===== src/rtl/ssr_pkg.sv =====
package ssr_pkg;

   // ------------------------------------------------------------------
   // status byte bit positions
   // ------------------------------------------------------------------
   localparam int SB_MEAS_BIT  = 0;
   localparam int SB_FREE_BIT  = 1;
   localparam int SB_ERR_BIT   = 2;
   localparam int SB_QUEST_BIT = 3;
   localparam int SB_MSG_BIT   = 4;
   localparam int SB_STD_BIT   = 5;
   localparam int SB_REQUEST_BIT = 6;
   localparam int SB_OPER_BIT  = 7;
   localparam int SB_WIDTH     = 8;

   // bits 0,2,3,4,5,7 take part in the master summary
   localparam logic [7:0] SB_SUMMARY_MASK = 8'hBD;
   localparam logic [7:0] SRE_RESET       = 8'h00;
   localparam logic [7:0] BYTE_ZERO       = 8'h00;

   // ------------------------------------------------------------------
   // enumerations
   // ------------------------------------------------------------------
   typedef enum logic [1:0] {
      FMT_DEC = 2'h0,
      FMT_HEX = 2'h1,
      FMT_OCT = 2'h2,
      FMT_BIN = 2'h3
   } ssr_fmt_e;

   localparam ssr_fmt_e FMT_RESET = FMT_DEC;

   typedef enum logic [5:0] {
      CMD_NONE          = 6'h00,
      CMD_STB_QUERY     = 6'h01,
      CMD_SRE_WRITE     = 6'h02,
      CMD_SRE_QUERY     = 6'h04,
      CMD_CLEAR_STATUS  = 6'h08,
      CMD_STATUS_PRESET = 6'h10,
      CMD_FORMAT_SET    = 6'h20
   } ssr_cmd_e;

   typedef enum logic [2:0] {
      POLL_IDLE  = 3'h1,
      POLL_ARMED = 3'h2,
      POLL_SENT  = 3'h4
   } ssr_poll_e;

   // ------------------------------------------------------------------
   // carriers
   // ------------------------------------------------------------------
   typedef struct packed {
      logic operationSummary;
      logic standardEventSummary;
      logic outputMessageWaiting;
      logic questionableSummary;
      logic errorQueueNonempty;
      logic measSummary;
   } ssr_summary_s;

   typedef struct packed {
      logic     valid;
      ssr_cmd_e code;
      logic [7:0] data;
      ssr_fmt_e fmt;
   } ssr_cmd_s;

   typedef struct packed {
      logic start;
      logic talk;
      logic stop;
   } ssr_poll_s;

   typedef struct packed {
      logic     valid;
      ssr_fmt_e fmt;
      logic [7:0] data;
   } ssr_resp_s;

endpackage


===== src/rtl/ssr_status_byte.sv =====
`timescale 1ns/100ps

module ssr_status_byte
   import ssr_pkg::*;
(
   input  wire logic         clk,
   input  wire logic         nrst,
   input  wire ssr_summary_s summary,
   input  wire ssr_summary_s occurred,
   input  wire ssr_cmd_s     cmd,
   input  wire ssr_poll_s    poll,
   input  wire logic         srqIn,
   output ssr_resp_s         response,
   output logic [7:0]        pollByte,
   output logic              pollByteValid,
   output logic              srqOut,
   output logic              srqOe_n,
   output logic              clearEvents,
   output logic              presetEnables,
   output logic [7:0]        requestEnableMask,
   output logic              masterSummaryValue,
   output logic              requestServiceFlag,
   output logic              srqLineSeen
);

   // ------------------------------------------------------------------
   // live status byte
   // ------------------------------------------------------------------
   logic [7:0] statusByte;
   logic [7:0] occurVec;
   logic [7:0] maskedSummary;
   logic [7:0] maskedOccur;
   logic [7:0] maskedPrev;
   logic       liveMaster;

   assign statusByte[SB_MEAS_BIT]  = summary.measSummary;
   assign statusByte[SB_FREE_BIT]  = 1'h0;
   assign statusByte[SB_ERR_BIT]   = summary.errorQueueNonempty;
   assign statusByte[SB_QUEST_BIT] = summary.questionableSummary;
   assign statusByte[SB_MSG_BIT]   = summary.outputMessageWaiting;
   assign statusByte[SB_STD_BIT]   = summary.standardEventSummary;
   // bit 6 is filled in per reader, see the two images
   assign statusByte[SB_REQUEST_BIT] = 1'h0;
   assign statusByte[SB_OPER_BIT]  = summary.operationSummary;

   assign occurVec = {occurred.operationSummary, 1'h0, occurred.standardEventSummary,
                      occurred.outputMessageWaiting, occurred.questionableSummary,
                      occurred.errorQueueNonempty, 1'h0, occurred.measSummary};

   // and-or tree; mask keeps enable bit 6 out
   assign maskedSummary = statusByte & requestEnableMask & SB_SUMMARY_MASK;
   assign maskedOccur   = occurVec & requestEnableMask & SB_SUMMARY_MASK;
   // follows the enabled summary bits only, a poll never touches it
   assign liveMaster    = |maskedSummary;

   // ------------------------------------------------------------------
   // request raising
   // ------------------------------------------------------------------
   logic riseHit;
   logic occurHit;
   logic raiseRequest;

   // enabled summary going 0 to 1
   assign riseHit      = |(maskedSummary & ~maskedPrev);
   // a fresh occurrence re-requests even while the summary stays high
   assign occurHit     = |maskedOccur;
   assign raiseRequest = riseHit | occurHit;

   // ------------------------------------------------------------------
   // command decode
   // ------------------------------------------------------------------
   logic cmdStbQuery;
   logic cmdSreWrite;
   logic cmdSreQuery;
   logic cmdClear;
   logic cmdPreset;
   logic cmdFormat;

   assign cmdStbQuery = cmd.valid && (cmd.code == CMD_STB_QUERY);
   assign cmdSreWrite = cmd.valid && (cmd.code == CMD_SRE_WRITE);
   assign cmdSreQuery = cmd.valid && (cmd.code == CMD_SRE_QUERY);
   assign cmdClear    = cmd.valid && (cmd.code == CMD_CLEAR_STATUS);
   assign cmdPreset   = cmd.valid && (cmd.code == CMD_STATUS_PRESET);
   assign cmdFormat   = cmd.valid && (cmd.code == CMD_FORMAT_SET);

   // ------------------------------------------------------------------
   // serial poll sequencing
   // ------------------------------------------------------------------
   ssr_poll_e  pollState;
   ssr_poll_e  next_pollState;
   logic       pollTake;
   logic [7:0] pollImage;

   // a byte only goes out between poll enable and poll disable
   assign pollTake = poll.talk && (pollState != POLL_IDLE) && !poll.stop;

   // poll image carries the request flag in bit 6
   assign pollImage = {statusByte[SB_OPER_BIT], requestServiceFlag,
                       statusByte[SB_STD_BIT:SB_MEAS_BIT]};

   always_comb begin
      case (pollState)
         POLL_IDLE: begin
            next_pollState = poll.start ? POLL_ARMED : POLL_IDLE;
         end
         POLL_ARMED: begin
            if (poll.stop) begin
               next_pollState = POLL_IDLE;
            end else if (poll.talk) begin
               next_pollState = POLL_SENT;
            end else begin
               next_pollState = POLL_ARMED;
            end
         end
         POLL_SENT: begin
            next_pollState = poll.stop ? POLL_IDLE : POLL_SENT;
         end
         default: begin
            next_pollState = POLL_IDLE;
         end
      endcase
   end

   // ------------------------------------------------------------------
   // request flag and line
   // ------------------------------------------------------------------
   logic next_requestServiceFlag;

   // poll read clears; set wins when both land together
   assign next_requestServiceFlag = raiseRequest | (requestServiceFlag & ~pollTake);

   // ------------------------------------------------------------------
   // enable register and format
   // ------------------------------------------------------------------
   logic [7:0] next_requestEnableMask;
   ssr_fmt_e   regFormat;
   ssr_fmt_e   next_regFormat;

   // full 8-bit write, radix already resolved upstream
   // a write of 0 clears it like any other value
   // clear-status and preset are not decoded here on purpose
   assign next_requestEnableMask = cmdSreWrite ? cmd.data : requestEnableMask;
   assign next_regFormat         = cmdFormat ? cmd.fmt : regFormat;

   // ------------------------------------------------------------------
   // responses
   // ------------------------------------------------------------------
   ssr_resp_s  next_response;
   logic [7:0] stbImage;

   // query image carries the live master summary in bit 6
   assign stbImage = {statusByte[SB_OPER_BIT], liveMaster,
                      statusByte[SB_STD_BIT:SB_MEAS_BIT]};

   // every register read is tagged with the chosen format
   assign next_response.valid = cmdStbQuery | cmdSreQuery;
   assign next_response.fmt   = regFormat;
   assign next_response.data  = cmdStbQuery ? stbImage :
                                cmdSreQuery ? requestEnableMask : BYTE_ZERO;

   // ------------------------------------------------------------------
   // line sampling: the pin is asynchronous to clk
   // ------------------------------------------------------------------
   logic srqMeta;
   logic srqSync;

   // line read back
   // two raw flops first; reset to the pulled-up idle level so no false sighting
   always_ff @(posedge clk) begin
      if (!nrst) begin
         srqMeta     <= 1'h1;
         srqSync     <= 1'h1;
         srqLineSeen <= 1'h0;
      end else begin
         srqMeta     <= srqIn;
         srqSync     <= srqMeta;
         srqLineSeen <= ~srqSync;
      end
   end

   // ------------------------------------------------------------------
   // state registers
   // ------------------------------------------------------------------
   // poll sequence state
   always_ff @(posedge clk) begin
      if (!nrst) begin
         pollState <= POLL_IDLE;
      end else begin
         pollState <= next_pollState;
      end
   end

   always_ff @(posedge clk) begin
      if (!nrst) begin
         maskedPrev         <= BYTE_ZERO;
         requestServiceFlag <= 1'h0;
      end else begin
         maskedPrev         <= maskedSummary;
         requestServiceFlag <= next_requestServiceFlag;
      end
   end

   always_ff @(posedge clk) begin
      if (!nrst) begin
         requestEnableMask <= SRE_RESET;
      end else begin
         requestEnableMask <= next_requestEnableMask;
      end
   end

   always_ff @(posedge clk) begin
      if (!nrst) begin
         regFormat <= FMT_RESET;
      end else begin
         regFormat <= next_regFormat;
      end
   end

   // ------------------------------------------------------------------
   // registered outputs
   // ------------------------------------------------------------------
   // query reply out
   always_ff @(posedge clk) begin
      if (!nrst) begin
         response <= '0;
      end else begin
         response <= next_response;
      end
   end

   always_ff @(posedge clk) begin
      if (!nrst) begin
         pollByte      <= BYTE_ZERO;
         pollByteValid <= 1'h0;
      end else begin
         pollByteValid <= pollTake;
         if (pollTake) begin
            pollByte <= pollImage;
         end
      end
   end

   always_ff @(posedge clk) begin
      if (!nrst) begin
         masterSummaryValue <= 1'h0;
      end else begin
         masterSummaryValue <= liveMaster;
      end
   end

   always_ff @(posedge clk) begin
      if (!nrst) begin
         clearEvents   <= 1'h0;
         presetEnables <= 1'h0;
      end else begin
         clearEvents   <= cmdClear;
         presetEnables <= cmdPreset;
      end
   end

   // open drain: low output enable means the line is pulled
   // same cycle as the flag, both flops load from next_requestServiceFlag
   always_ff @(posedge clk) begin
      if (!nrst) begin
         srqOut  <= 1'h0;
         srqOe_n <= 1'h1;
      end else begin
         srqOut  <= 1'h0;
         // drive while a request is pending; release after poll
         srqOe_n <= ~next_requestServiceFlag;
      end
   end

endmodule


===== config.mk =====
export PLATFORM = sky130hd
export DESIGN_NAME = ssr_status_byte
export DESIGN_NICKNAME = d
export VERILOG_FILES = /design/src/rtl/ssr_pkg.sv /design/src/rtl/ssr_status_byte.sv
export SDC_FILE = /design/constraint.sdc
export NUM_CORES = 1
export LEC_CHECK = 0
export BUFFER_PORTS_ARGS = -buffer_cell sky130_fd_sc_hd__buf_2
export CAP_MARGIN = 25
export CORE_MARGIN = 5
export CORE_UTILIZATION = 30
export CTS_CLUSTER_DIAMETER = 150
export DETAILED_ROUTE_END_ITERATION = 6
export SETUP_SLACK_MARGIN = 0.5
export SLEW_MARGIN = 30
export SYNTH_ARGS = -nofsm -noshare
export SYNTH_HDL_FRONTEND = slang
export SYNTH_SLANG_ARGS = --single-unit
export TNS_END_PERCENT = 100

===== constraint.sdc =====
create_clock -name clk -period 1.72 [get_ports clk]
set_input_delay 0.086 -clock clk [delete_from_list [all_inputs] [get_ports clk]]
set_output_delay 0.086 -clock clk [all_outputs]
set_load 0.02 [all_outputs]

==> results of run 1 <==
==> placed cells by master (no fill, tap or decap), types with 3 or more instances in the layout <==
cell | netlist | routed
o21ai_0 | 4 | 4
and2_1 | 3 | 3
dfxtp_1 | 46 | 43
nor2_1 | 8 | 8
mux2i_1 | 23 | 23
nand2_1 | 15 | 15
nand4_1 | 3 | 3
buf_4 | 3 | 5
buf_2 | 1 | 67
clkbuf_8 | 0 | 5
and3_1 | 6 | 6
inv_1 | 3 | 3
nor2b_1 | 22 | 22
==> per-layer routing <==
metal	track usage, %	wire [µm]
met2	16.8	1870
met4	3.40	44
met5	0	0
met1	16.2	2050
met3	3.71	333
==> sequential cells by signal (all words and copies together) (netlist names), 2 cells and up <==
name / count
regFormat: 2
pollByte: 7
requestEnableMask: 8
response: 11
pollState: 3
maskedPrev: 6
==> layout make-up <==
cell class | count | area share [%]
tap | 75 | 3.95
timing repair buffer | 75 | 17.0
clock buffer | 5 | 2.89
multi-input combinational | 114 | 33.8
inverter | 3 | 0.473
clock inverter | 3 | 2.89
sequential | 46 | 39.0
==> cells in the mapped netlist (all sizes together) (2+ instances only) <==
library cell and instances:
clkbuf 4, nand4 3, mux2i 23, nand2 15
nand4b 3, dfxtp 46, nand2b 2, a22oi 2
o31ai 2, o21ai 4, nor2 9, and2 3
nor2b 22, nor3b 3, and3 6, inv 3
buf 5
==> worst max path at each step <==
stage               cells past startpoint  slack, ns    startpoint                 end
floorplan                               5       0.52  pollState[0]  requestServiceFlag
global placement                        5       0.39  pollState[0]         pollByte[2]
detailed placement                      5       0.33  pollState[2]         pollByte[4]
CTS                                     5       0.47  pollState[0]         pollByte[4]
global route                            5       0.40  pollState[0]         pollByte[3]
finish                                  5       0.49  pollState[0]         pollByte[3]
==> where the power goes <==
group / internal (mW) / total, mW / switching (mW)
registers: 1.08 / 1.08 / 0.00752
clock network: 0.582 / 0.949 / 0.367
logic: 0.0781 / 0.163 / 0.0847
total: 1.74 / 2.20 / 0.459
==> cells by family (layout without fill, tap and decap cells) <==
| kind of cell | count (synthesis) | count (layout) | share of synthesized area, % |
|---|---|---|---|
| AOI/OAI and AO/OA | 13 | 13 | 5.10 |
| xor gates and xnor gates | 2 | 2 | 0.992 |
| buffers and inverters | 12 | 86 | 3.68 |
| DFF | 46 | 46 | 52.1 |
| muxes | 23 | 23 | 13.0 |
| other | 1 | 2 | 0.212 |
| and+or+nand+nor | 74 | 74 | 24.9 |
==> through the flow <==
stage          hold slack [ns]  power (mW)  utilization (%)  std cells
2_1_floorplan            0.163        1.19                -        172
5_1_grt                0.00201        2.29             40.9        321
6_report                0.0205        2.20             40.9        321
3_3_place_gp             0.271        1.26             37.3        308
4_1_cts                0.00283        2.22             40.5        319
3_5_place_dp             0.276        1.26             37.3        308
==> critical path, stage by stage (launching register included) <==
cell,delay [ns]
dfxtp_2,0.32
nor3b_1,0.13
nor3b_2,0.23
buf_6,0.18
mux2i_1,0.20
nor2b_1,0.06
==> what timing repair did <==
action | in CTS | in global routing
endpoints found under the hold margin | 2 | 0
resized for setup | 7 | 2
hold buffers | 2 | 0
buffers inserted | 1 | 2
pin swaps | 1 | 1
setup endpoints to repair | 9 | 10
==> results.yml, run 1 <==
synthesis:
  ys_async_sr_fraction_pct: 0
  synthesis.instances: 171
  mappedNetlistArea_mm2: 0.00177
  synthesized_area_per_cell_um2: 10.3
  ys_seq_area_share_pct: 52.1
  yosys-top-cells-area: "dfxtp_1 (52%), mux2i_1 (13%), nor2b_1 (7.8%), nand2_1 (3.2%), and3_1 (2.1%)"
  yosys.cell_types.count: 38
  synth_ff_type: "dfxtp_1"
  synth_edf_count: 0
  ys.warnings.count: 0
  synth_top_area_share_pct: 52.1
  synth_top_area_cell: "dfxtp_1"
  ys_ff_latch: 46
setup_path:
  worst_ep_arrival_time_ns: 1.42
  r2r-start: "pollState[0]"
  path_max_fanout: 7
  reg2reg_setup_slack_ns: 0.49
  timing.rr.end: "pollByte[3]"
  category_of_the_worst_setup_path_launch_point: "register"
  worst_reg_to_reg_path_cell_count: 5
  critical_path_rt_ns: 1.91
  capturing_element_type_of_the_critical_path: "register"
  critical_path_class: "reg2reg"
clocking:
  cts_tree: "built"
  cts_max_level: 2
  clk_transition_reported_paths_ns: 0.09
  clockRootBuffer: "clkbuf_8"
  cts_sink_count: 46
  clock_tree.buffer_depth: 2
  cts-buffers-inserted: 5
  worstSkewPairLatency_ns: 0.29
floorplan:
  initial_utilization_pct: 30.4
  die_area_mm2: 0.00752
  fp-row-count: 28
  chipWidth_um: 86.7
  core_region_area_mm2: 0.00582
  floorplan.io_pins: 70
  floorplan.die.height_um: 86.7
layout:
  ff_latch_area_um2: 927
  fillerInstances: 607
  area_growth_pct: 34.6
  stdcell_area_mm2: 0.00238
  layout.nets: 280
  number_of_inserted_diodes: 0
  drive_above_1_share_pct: 37.4
  multi_input_comb_area_um2: 805
global_routing:
  grt_start_max_net_pins: 38
  grt-ovfl-total: 0
  first_global_vias: 1391
  first_pass_grt_wire_length_um: 6730
  antenna_found_initial: 0
  grtUsageTotal_pct: 11.5
timing:
  slew_viol_final: 0
  final_critical_path_setup_slack_ns: 0.491
  finalHoldViolations: 0
  fin_crit_sh_pct: 71.5
  fin_tns_setup_ns: 0
  final_report_setup_violation_count: 0
  minimum_period_implied_by_the_final_worst_setup_slack_ns: 1.23
  unrepaired_setup_endpoints_after_global_routing: "true"
  maxClockFrequency_mhz: 814
  fin_skew_ns: 0.00455
run:
  maxCapViolations: 0
route:
  firstDrtPassIters: 4
  route.final.wire_length_um: 4300
  dr_total_vias: 1433
  remaining_drc_errors: 0
  detail_route.wl_per_cell_um: 13.4
  dr.first_iter.drc_count: 50
  antenna_violating_nets_post_route: 0
  avgViaCountPerCell: 4.46
power_and_ir_drop:
  worst_ir_drop_vdd_mv: 0.325
  power_per_cell_area_mw_per_mm2: 923
  p_leak_nw: 1.19
run_status:
  outcome: "completed"
hold_path:
  holdCritStartpoint: "cmd[10]"
  worst_hold_path_type: "in2reg"
  hold_path_end: "clearEvents"
  min_delay_path_depth: 2
place:
  last_weighted_congestion_value_of_the_routability_driven_placer: 0.695
  detailed_place.area_mm2: 0.00217
  io_buffers: 67
  post-place-ws_ns: 0.332
  dp_hpwl_um: 3200
Note: power is estimated with default switching activity, not from simulation.
==> inputs of run 2 (changes only) <==
==> constraint.sdc (replaced) <==
create_clock -name clk -period 1.2 [get_ports clk]
set_input_delay 0.06 -clock clk [delete_from_list [all_inputs] [get_ports clk]]
set_output_delay 0.06 -clock clk [all_outputs]
set_load 0.02 [all_outputs]
==> run 2 against run 1 <==
Against the previous run:
- the flow now finishes with violations (hold timing, setup timing)
- design area up 25%
- sequential power rose by 44%
- global-route usage is 2.0 points higher
- cell count grew 5.6%
- sequential cell count is the same
- clock power rose by 0.4%
- worst setup slack worse by 0.50 ns
- highest routed layer unchanged
==> results.yml, run 2 (synthesis gave the netlist of run 1 again) <==
setup_path:
  max_stage_delay_ns: 0.32
  critical_path_class: "reg2reg"
  category_of_the_worst_setup_path_launch_point: "register"
  critical_path_rt_ns: 1.38
  path_max_fanout: 9
  critical_path.cell_chain: "nor3b_1 > nor3b_2 > buf_6 > nor2b_2 > o31a_1"
  worst_ep_arrival_time_ns: 1.39
  capturing_element_type_of_the_critical_path: "register"
  critical_path.slowest_cell: "dfxtp_2"
timing:
  slew_viol_final: 0
  final_report_setup_violation_count: 1
  unrepaired_setup_endpoints_after_global_routing: "true"
  minimum_period_implied_by_the_final_worst_setup_slack_ns: 1.20
  finalHoldViolations: 1
  fin_crit_sh_pct: 100
  fin_skew_ns: 0.00475
  maxClockFrequency_mhz: 830
  final_critical_path_setup_slack_ns: -0.00434
  holdWs_ns: -0.0311
clocking:
  cts-buffers-inserted: 5
  cts_sink_count: 46
  clockRootBuffer: "clkbuf_8"
  cts_max_level: 2
  clk_transition_reported_paths_ns: 0.08
  ctsHoldBuffers: 3
  clock_tree.buffer_depth: 2
  cts_tree: "built"
  worstSkewPairLatency_ns: 0.29
floorplan:
  fp-row-count: 28
  die_area_mm2: 0.00752
  chipWidth_um: 86.7
  floorplan.die.height_um: 86.7
  initial_utilization_pct: 30.4
  floorplan.io_pins: 70
  core_region_area_mm2: 0.00582
route:
  firstDrtPassIters: 4
  route.final.wire_length_um: 4800
  remaining_drc_errors: 0
  dr.first_iter.drc_count: 81
  dr_total_vias: 1512
  antenna_violating_nets_post_route: 0
  avgViaCountPerCell: 4.46
  detail_route.wl_per_cell_um: 14.1
place:
  detailed_place.area_mm2: 0.00228
  post-place-ws_ns: -0.0148
  dp_hpwl_um: 3340
  io_buffers: 67
  last_weighted_congestion_value_of_the_routability_driven_placer: 0.778
layout:
  fillerInstances: 559
  number_of_inserted_diodes: 0
  final_common_cell: "buf_6"
  max_flop_register: "response"
  largest_reg_flops: 11
  layout.nets: 298
  stdcell_area_mm2: 0.00298
  ff_latch_area_um2: 981
  largest_registers_ranked_by_flip_flop_count: "response x11, requestEnableMask x8, pollByte x7"
  multi_input_comb_area_um2: 953
  area_growth_pct: 68.8
  most-common-layout-cells: "buf_6 (50), dfxtp_2 (30), buf_2 (29)"
  drive_above_1_share_pct: 61.7
power_and_ir_drop:
  p_leak_nw: 1.38
  p_total_mw: 2.82
  power_per_cell_area_mw_per_mm2: 945
  worst_ir_drop_vdd_mv: 0.439
global_routing:
  first_pass_grt_wire_length_um: 7810
  grtUsageTotal_pct: 13.5
  grt_start_max_net_pins: 38
  grt-ovfl-total: 0
  antenna_found_initial: 0
  first_global_vias: 1598
run_status:
  outcome: "complete, but fails checks"
  failed_checks: "hold timing, setup timing"
hold_path:
  worst_hold_path_type: "in2reg"
run:
  maxCapViolations: 0
run 2: metal layers:
metal / vias up / GRT usage [%] / share of wire [%]
met1: 696 / 16.8 / 43
met5: - / 0 / 0
li1: 769 / - / -
met4: 0 / 4.67 / 1.3
met2: 42 / 21.9 / 49
met3: 5 / 4.18 / 6.9
run 2: through the flow:
stage | setup TNS, ns | cells | util [%]
detailed placement | -0.0171 | 315 | 39.1
global placement | 0 | 315 | 39.1
floorplan | 0 | 172 | -
finish | -0.00434 | 339 | 51.3
CTS | -0.0204 | 336 | 48.7
global route | -0.549 | 339 | 51.3
run 2: repair_timing:
action	4_1_cts	5_1_grt
hold endpoints to repair	3	1
setup buffers	10	3
endpoints found under the setup margin	64	70
gates resized for setup	124	32
pin swaps	15	18
run 2: final cells by class:
cell class / count / share of cell area, %
Timing Repair Buffer: 93 / 28.5
Multi-Input combinational cell: 114 / 32.0
Inverter: 3 / 0.461
Clock buffer: 8 / 3.02
Tap cell: 75 / 3.15
Sequential cell: 46 / 32.9
run 2: critical path: cells and delay by family, from the launching register on:
| kind | cells | cell delay, ns |
|---|---|---|
| and+or+nand+nor | 3 | 0.36 |
| DFF | 1 | 0.32 |
| AOI/OAI and AO/OA | 1 | 0.22 |
| buffers and inverters | 1 | 0.18 |
run 2: final timing paths:
| kind | endpoint | cells after the start | slack (ns) | from |
|---|---|---|---|---|
| setup reg to reg | requestServiceFlag | 5 | -0.004 | pollState[0] |
| hold reg to reg | srqLineSeen | 1 | 0.38 | srqSync |
| setup / recovery | requestServiceFlag | 5 | -0.004 | pollState[0] |
| hold / removal | clearEvents | 2 | -0.03 | cmd[12] |
run 2: report_power, final:
part           internal [mW]  switching (mW)
Clock                  0.470           0.483
Sequential              1.53          0.0131
Combinational          0.166           0.150
